[src/verilog/sup_pkg.sv]
// Shared constants and types of the safety I/O fault supervisor
package sup_pkg;

    // ************************************************************
    // Sizes and timing
    // ************************************************************
    localparam int unsigned N_IN              = 20;
    localparam int unsigned N_OUT             = 8;
    localparam int unsigned CLK_HZ            = 50_000_000;
    localparam int unsigned CYCLES_PER_MS     = CLK_HZ / 1000;
    localparam int unsigned CYCLES_PER_US     = CLK_HZ / 1_000_000;
    localparam int unsigned SLOW_FLASH_MS     = 600;
    localparam int unsigned SLOW_FLASH_CYCLES = SLOW_FLASH_MS * CYCLES_PER_MS;
    localparam int unsigned LC_STEP_US        = 200;
    localparam int unsigned LC_STEP_CYCLES    = LC_STEP_US * CYCLES_PER_US;
    localparam logic [9:0]  LAMP_TEST_MS      = 10'h1F4;

    // ************************************************************
    // Error codes
    // ************************************************************
    localparam logic [1:0] ERR_NONE         = 2'h0;
    localparam logic [1:0] IN_ERR_OPEN      = 2'h1;
    localparam logic [1:0] IN_ERR_STUCK     = 2'h2;
    localparam logic [1:0] IN_ERR_MISWIRE   = 2'h3;
    localparam logic [1:0] OUT_ERR_OVERLOAD = 2'h1;
    localparam logic [1:0] OUT_ERR_SHORT    = 2'h2;
    localparam logic [1:0] OUT_ERR_SIGNAL   = 2'h3;

    // ************************************************************
    // Types
    // ************************************************************
    typedef enum logic [1:0] {
        LC_IDLE = 2'h0,
        LC_HIGH = 2'h1,
        LC_LOW  = 2'h3
    } lc_state_type;

    typedef struct packed {
        logic [N_IN-1:0]  level;
        logic [N_OUT-1:0] overload;
        logic [N_OUT-1:0] short_det;
        logic [N_OUT-1:0] signal_fault;
        logic             supply_ok;
    } field_in_type;

    typedef struct packed {
        logic [N_OUT-1:0] out_request;
        logic [3:0]       lc_count;
        logic             device_fault;
        logic             net_xfer;
    } user_in_type;

    typedef struct packed {
        logic [N_IN-1:0]        in_value;
        logic [N_IN-1:0][1:0]   in_code;
        logic [N_OUT-1:0][1:0]  out_code;
        logic                   io_fault;
    } user_out_type;

    typedef struct packed {
        logic [N_IN-1:0]  in_led;
        logic [N_OUT-1:0] out_led;
        logic             fault_led;
        logic             comm_led;
        logic             supply_led;
    } led_type;

endpackage

[src/verilog/safety_io_fault_supervisor.sv]
// Safety input/output fault supervision, line control and indicator drive
//
// Contract
// - Twenty inputs, each with its own indicator showing high or low.
// - An unmonitored open input line reads as safe low.
// - Faulty input shows low to the user with a per-channel error code.
// - Any input fault turns on the shared I/O fault indicator.
// - Line control pulses outputs 1..N contiguously, N at most eight.
// - Line-control fault forces input low, sets code, flashes fault indicator.
// - Eight outputs, each with its own indicator showing high or low.
// - Overloaded output switches off and returns by itself once cleared.
// - A detected output short is reported as a fault.
// - Faulty output signal de-energises that output and lights fault indicator.
// - Device fault switches all outputs off and lights fault indicator.
// - Slow flash: about 600 ms lit, 600 ms dark, repeating.
// - Communication indicator toggles with each network transfer.
// - At power-up all indicators light briefly together.
// - Supply indicator follows operating voltage only.
// - Fault indicator slow-flashes while any I/O fault exists, dark otherwise.
`timescale 1ns/100ps
`default_nettype none

module safety_io_fault_supervisor #(
    parameter int unsigned FLASH_CYCLES   = sup_pkg::SLOW_FLASH_CYCLES,
    parameter int unsigned LC_STEP_CYCLES = sup_pkg::LC_STEP_CYCLES,
    parameter int unsigned MS_CYCLES      = sup_pkg::CYCLES_PER_MS
) (
    // Clock and reset
    input  wire logic                  REF_CLK,
    input  wire logic                  RST_N,
    // Field side
    input  wire sup_pkg::field_in_type FIELD_IN,
    output logic [sup_pkg::N_OUT-1:0]  OUT_PIN,
    // User program side
    input  wire sup_pkg::user_in_type  USER_IN,
    output sup_pkg::user_out_type      USER_OUT,
    // Indicators
    output sup_pkg::led_type           LED_OUT
);

    typedef struct packed {
        sup_pkg::field_in_type                sync1;
        sup_pkg::field_in_type                sync2;
        sup_pkg::lc_state_type                lc_state;
        logic [3:0]                           lc_idx;
        logic [sup_pkg::N_OUT-1:0][1:0]       lc_pend;
        logic [sup_pkg::N_OUT-1:0][1:0]       lc_code;
        logic [sup_pkg::N_OUT-1:0]            lc_held;
        logic                                 flash_phase;
        logic                                 comm_state;
        logic                                 lamp_done;
        logic [9:0]                           lamp_cnt;
        logic [sup_pkg::N_OUT-1:0]            out_pin;
        sup_pkg::user_out_type                user;
        sup_pkg::led_type                     led;
    } sup_state_type;

    sup_state_type st;
    sup_state_type next_st;
    logic          flash_tick;
    logic          lc_tick;
    logic          ms_tick;

    // ************************************************************
    // Rate dividers
    // ************************************************************
    tick_divider #(.PERIOD(FLASH_CYCLES)) u_flash_div (
        .clk   (REF_CLK),
        .rst_n (RST_N),
        .tick  (flash_tick)
    );

    tick_divider #(.PERIOD(LC_STEP_CYCLES)) u_lc_div (
        .clk   (REF_CLK),
        .rst_n (RST_N),
        .tick  (lc_tick)
    );

    tick_divider #(.PERIOD(MS_CYCLES)) u_ms_div (
        .clk   (REF_CLK),
        .rst_n (RST_N),
        .tick  (ms_tick)
    );

    // ************************************************************
    // Next state
    // ************************************************************
    always_comb
    begin
        logic [3:0]                cnt;
        logic [sup_pkg::N_OUT-1:0] drive;
        logic [1:0]                code;
        logic                      lamp;
        cnt   = (USER_IN.lc_count > 4'h8) ? 4'h8 : USER_IN.lc_count;
        drive = '0;
        code  = sup_pkg::ERR_NONE;
        lamp  = !st.lamp_done;
        next_st = st;
        // Pins cross two flops before any logic reads them
        next_st.sync1 = FIELD_IN;
        next_st.sync2 = st.sync1;

        // Line-control sequencer: check high, pulse one output low, next
        unique case (st.lc_state)
            sup_pkg::LC_IDLE:
                if (lc_tick)
                begin
                    next_st.lc_idx  = 4'h0;
                    next_st.lc_pend = '0;
                    if (cnt != 4'h0)
                        next_st.lc_state = sup_pkg::LC_HIGH;
                    else
                        next_st.lc_code = '0;
                end
            sup_pkg::LC_HIGH:
                if (lc_tick)
                begin
                    for (int k = 0; k < sup_pkg::N_OUT; k++)
                    begin
                        if (k < int'(cnt))
                        begin
                            next_st.lc_held[k] = st.sync2.level[k];
                            if (!st.sync2.level[k] && st.lc_pend[k] == sup_pkg::ERR_NONE)
                                next_st.lc_pend[k] = sup_pkg::IN_ERR_OPEN;
                        end
                    end
                    if (st.lc_idx >= cnt)
                    begin
                        // Codes refresh every round, so they last as long as the fault
                        next_st.lc_code  = next_st.lc_pend;
                        next_st.lc_state = sup_pkg::LC_IDLE;
                    end
                    else
                    begin
                        next_st.lc_state = sup_pkg::LC_LOW;
                    end
                end
            sup_pkg::LC_LOW:
                if (lc_tick)
                begin
                    for (int k = 0; k < sup_pkg::N_OUT; k++)
                    begin
                        if (k < int'(cnt) && st.lc_pend[k] == sup_pkg::ERR_NONE)
                        begin
                            if (k == int'(st.lc_idx) && st.sync2.level[k])
                                next_st.lc_pend[k] = sup_pkg::IN_ERR_STUCK;
                            else if (k != int'(st.lc_idx) && st.lc_held[k]
                                     && !st.sync2.level[k])
                                next_st.lc_pend[k] = sup_pkg::IN_ERR_MISWIRE;
                        end
                    end
                    next_st.lc_idx   = st.lc_idx + 4'h1;
                    next_st.lc_state = sup_pkg::LC_HIGH;
                end
            default:
                next_st.lc_state = sup_pkg::LC_IDLE;
        endcase

        // Inputs: looped ones show the last high-phase sample, so test pulses stay hidden
        for (int k = 0; k < sup_pkg::N_IN; k++)
        begin
            if (k < sup_pkg::N_OUT && k < int'(cnt))
            begin
                code = st.lc_code[k];
                next_st.user.in_value[k] = (code == sup_pkg::ERR_NONE) && st.lc_held[k];
            end
            else
            begin
                code = sup_pkg::ERR_NONE;
                next_st.user.in_value[k] = st.sync2.level[k];
            end
            next_st.user.in_code[k] = code;
        end

        // Outputs: any fault de-energises; clearing the cause re-enables at once
        for (int i = 0; i < sup_pkg::N_OUT; i++)
        begin
            drive[i] = !(st.lc_state == sup_pkg::LC_LOW && int'(st.lc_idx) == i);
            if (USER_IN.device_fault || st.sync2.signal_fault[i])
                code = sup_pkg::OUT_ERR_SIGNAL;
            else if (st.sync2.short_det[i])
                code = sup_pkg::OUT_ERR_SHORT;
            else if (st.sync2.overload[i])
                code = sup_pkg::OUT_ERR_OVERLOAD;
            else
                code = sup_pkg::ERR_NONE;
            next_st.user.out_code[i] = code;
            next_st.out_pin[i] = (code == sup_pkg::ERR_NONE)
                && (i < int'(cnt) ? drive[i] : USER_IN.out_request[i]);
        end
        next_st.user.io_fault = (|next_st.user.in_code) || (|next_st.user.out_code)
            || USER_IN.device_fault;

        // Flash phase restarts lit whenever no fault is pending
        if (!st.user.io_fault)
            next_st.flash_phase = 1'b1;
        else if (flash_tick)
            next_st.flash_phase = !st.flash_phase;
        if (USER_IN.net_xfer)
            next_st.comm_state = !st.comm_state;
        if (!st.lamp_done && ms_tick)
        begin
            next_st.lamp_cnt = st.lamp_cnt + 10'h001;
            if (st.lamp_cnt == sup_pkg::LAMP_TEST_MS - 10'h001)
                next_st.lamp_done = 1'b1;
        end

        // Indicators, all forced lit during the power-up lamp test
        next_st.led.in_led     = lamp ? '1 : st.sync2.level;
        next_st.led.out_led    = lamp ? '1 : next_st.out_pin;
        next_st.led.fault_led  = lamp || (next_st.user.io_fault && st.flash_phase);
        next_st.led.comm_led   = lamp || st.comm_state;
        next_st.led.supply_led = lamp || st.sync2.supply_ok;
    end

    always_ff @(posedge REF_CLK or negedge RST_N)
    begin
        if (!RST_N)
            st <= '0;
        else
            st <= next_st;
    end

    assign OUT_PIN  = st.out_pin;
    assign USER_OUT = st.user;
    assign LED_OUT  = st.led;

    // ************************************************************
    // Assertions
    // ************************************************************
    logic [sup_pkg::N_IN-1:0]  in_bad;
    logic [sup_pkg::N_OUT-1:0] out_bad;

    always_comb
    begin
        for (int k = 0; k < sup_pkg::N_IN; k++)
            in_bad[k] = USER_OUT.in_code[k] != sup_pkg::ERR_NONE;
        for (int i = 0; i < sup_pkg::N_OUT; i++)
            out_bad[i] = USER_OUT.out_code[i] != sup_pkg::ERR_NONE;
    end
endmodule
`default_nettype wire

[src/verilog/tick_divider.sv]
// Free-running divider giving a one-cycle enable pulse every PERIOD cycles
`timescale 1ns/100ps
`default_nettype none

module tick_divider #(
    parameter int unsigned PERIOD = 2
) (
    // Clock and reset
    input  wire logic clk,
    input  wire logic rst_n,
    // Enable pulse
    output logic      tick
);

    localparam int unsigned W = $clog2(PERIOD + 1);

    typedef struct packed {
        logic [W-1:0] cnt;
        logic         tick;
    } div_state_type;

    div_state_type st;
    div_state_type next_st;

    always_comb
    begin
        next_st      = st;
        next_st.tick = 1'b0;
        if (st.cnt == W'(PERIOD - 1))
        begin
            next_st.cnt  = '0;
            next_st.tick = 1'b1;
        end
        else
        begin
            next_st.cnt = st.cnt + W'(1);
        end
    end

    always_ff @(posedge clk or negedge rst_n)
    begin
        if (!rst_n)
            st <= '0;
        else
            st <= next_st;
    end

    assign tick = st.tick;

endmodule
`default_nettype wire
[config.mk]
export PLATFORM = sky130hd
export DESIGN_NAME = safety_io_fault_supervisor
export DESIGN_NICKNAME = d
export VERILOG_FILES = /design/src/verilog/sup_pkg.sv /design/src/verilog/safety_io_fault_supervisor.sv /design/src/verilog/tick_divider.sv
export SDC_FILE = /design/constraint.sdc
export NUM_CORES = 1
export LEC_CHECK = 0
export BUFFER_PORTS_ARGS = -buffer_cell sky130_fd_sc_hd__buf_2
export CAP_MARGIN = 20
export CORE_MARGIN = 10
export CORE_UTILIZATION = 50
export DETAILED_ROUTE_END_ITERATION = 16
export PLACE_DENSITY_LB_ADDON = 0.1
export SLEW_MARGIN = 25
export SYNTH_ARGS = -nofsm -noshare
export SYNTH_HDL_FRONTEND = slang
export SYNTH_HIERARCHICAL = 1
export SYNTH_SLANG_ARGS = --single-unit
[constraint.sdc]
create_clock -name REF_CLK -period 3.5 [get_ports REF_CLK]
set_input_delay 0.7 -clock REF_CLK [delete_from_list [all_inputs] [get_ports REF_CLK]]
set_output_delay 0.7 -clock REF_CLK [all_outputs]
set_load 0.005 [all_outputs]
==> flow_summary.toml <==
[setup_path]
crit_path_end = "st[162]"
crit_arrival_ns = 2.92
crit_path_end_kind = "flip-flop"
required_ns = 3.97
timing.rr.end = "st[162]"
critPathMaxFanout = 13
r2r-start = "st[174]"
critical_path_class = "flip-flop to flip-flop"
reg2reg_depth = 6
startpoint = "st[174]"
regToRegSetupSlack_ns = 1.05
worstSetupStartpointType = "flip-flop"

[sta]
worstMarginPinSlew_ns = 0.796
rsz0062_at_grt = "false"
final.setup.tns_ns = 0
fmax_ghz = 0.408
relSlewSlack_pct = 46.5
timing.final.crit_share_pct = 70.0
hold_viol_final = 0
setup_ws_ns = 1.05
setup_viol = 0
clock_skew_ns = 0.0168
fin_crit_ns = 2.45
finalMaxSlewViolations = 0
whs_ns = 0.181

[yosys]
synth_top_area_share_pct = 60.3
synthCells = 1052
synth_mux_area_share_pct = 2.59
synthXorXnorAreaFrac_pct = 3.53
synth-compound-area-share_pct = 7.23
synth_top_family_by_area = "simple AND/OR/NAND/NOR gates"
synth_area_leaders = "dfrtp_1 (60%), buf_4 (7.1%), nor2_1 (2.4%)"
post-synth-top-count-cell = "dfrtp_1"
yosys.area_share.adder_pct = 1.71
yosysTopAreaCell = "dfrtp_1"
yosys_warnings = 6
synth-seq-cells = 299
async_flop_share_pct = 100
syn_area_sq_um = 12400
synth_edf_count = 0
synthSimpleGateAreaFrac_pct = 15.3
seq_area_frac_synth_pct = 60.3
synth.avg_cell_area_sq_um = 11.8
ys.flop_type = "dfrtp_1"
ys_types = 84
yosys-top-cells-count = "dfrtp_1 (299), buf_4 (118), nor2_1 (80)"

[clock_tree]
clock_latency_ns = 0.55
numCtsBuffers = 30
cts.repair.resized = 0
htree_levels = 1
postCtsHoldBufs = 0
cts_tree = "built"
cts-root-buf = "clkbuf_16"
cts_buffer_depth = 3
cts_setup_buffers = 0
clock-sinks = 299
cts.clk_slew.worst_paths_ns = 0.06

[power_and_ir_drop]
vdd_drop_max_uv = 278
power-per-cell-area_nw_per_um2 = 508
finalPower_uw = 7020
power_leakage_uw = 0.00633

[finish]
area_growth_pct = 11.3
n_fill_cell = 2127
drive_gt1_share_pct = 22.3
fin_nets = 1207
final_area_sq_um = 13800

[place]
numPortBuffers = 152
place_area_sq_um = 12800
dp_hpwl_um = 18000
finalWeightedCongestion = 0.897
pre_cts_slack_ns = 0.783

[floorplan]
initial_core_util_pct = 50.9
fp-row-count = 57
ios = 177
core_area_sq_um = 24400
design.die.area_sq_um = 31500
die_y_um = 178
die_w_um = 178

[min_path]
hold_path_class = "input port to async pin"

[grt]
grt_usage_pct = 16.0
grt_pass1_wl_um = 41000
grt_max_degree = 98
grt_pass1_vias = 7716
antenna_found_initial = 1
grt_overflow = 0

[routing]
drc = 0
drtIter0Drc = 512
num_vias = 7562
vias_per_cell = 5.12
ant_nets = 0
first_pass_iters = 5
totalWireLength_um = 25700
routedWlPerCell_um = 17.4

[status]
outcome = "complete, no violations"

[run]
drv_cap = 0
==> layout by cell type, fill, tap and decap left out, types with 24 or more instances in the layout <==
master and count:
buf_2 151, nor2_1 80, xor2_1 28, nand3_1 29, o21ai_0 43, clkbuf_16 31
nand2b_1 34, inv_1 35, conb_1 24, dfrtp_1 299, nand2_1 60
==> power breakdown <==
| group | switching (uW) | internal, uW | leakage, uW | total, uW |
|---|---|---|---|---|
| Clock | 1290 | 1920 | 0.000499 | 3210 |
| Combinational | 153 | 80.4 | 0.00227 | 234 |
| Sequential | 34.2 | 3540 | 0.00356 | 3570 |
==> worst max-delay path, cell delays in order (launching register included) <==
cell and delay, ns:
dfrtp_1 0.42, ha_1 0.38, nor3_1 0.39, o21bai_1 0.29, buf_4 0.27, or4_1 0.47, o21ai_0 0.15
==> metrics by stage <==
step                util, %  std cells
floorplan                 -       1075
global placement       52.5       1421
detailed placement     52.5       1421
CTS                    56.6       1475
global route           56.6       1476
finish                 56.6       1476
==> registers in the layout (all words and copies together) (netlist names), 8 cells and up <==
register        cells
st                 92
next_st            57
USER_OUT           53
LED_OUT            31
u_flash_div/st     25
u_ms_div/st        16
u_lc_div/st        14
OUT_PIN             8
==> layout make-up <==
cell class / instances / area [sq um] / area share [%]
Timing Repair Buffer: 169 / 923 / 6.69
Multi-Input combinational cell: 593 / 3860 / 27.9
Inverter: 36 / 135 / 0.979
Tap cell: 324 / 405 / 2.94
Clock inverter: 14 / 155 / 1.12
Clock buffer: 40 / 850 / 6.15
Antenna cell: 1 / 2.50 / 0.0181
Sequential cell: 299 / 7480 / 54.2
==> kinds of logic after synthesis <==
| logic type | count (synthesis) |
|---|---|
| AOI/OAI and AO/OA | 131 |
| xor gates and xnor gates | 50 |
| and+or+nand+nor | 341 |
| adders and majority gates | 17 |
| DFF | 299 |
| other | 1 |
| muxes | 30 |
| buffers and inverters | 183 |
==> how the worst min path moves through the flow <==
stage / end / cells after the start / slack (ns) / from
finish: u_lc_div/st[3] / 1 / 0.18 / RST_N
CTS: u_lc_div/st[2] / 1 / 0.22 / RST_N
detailed placement: next_st[101] / 0 / 0.33 / next_st[213]
global route: next_st[209] / 1 / 0.23 / FIELD_IN[34]
global placement: next_st[105] / 0 / 0.33 / next_st[217]
floorplan: next_st[100] / 0 / 0.33 / next_st[212]
==> per-layer routing <==
layer | global-route usage (%) | vias up | routed length, um
met5 | 0 | - | 0
met4 | 4.55 | 0 | 573
met3 | 3.27 | 45 | 1610
met2 | 26.6 | 204 | 12500
met1 | 20.9 | 3689 | 11000
li1 | - | 3624 | -
(Power assumes the default switching activity.)
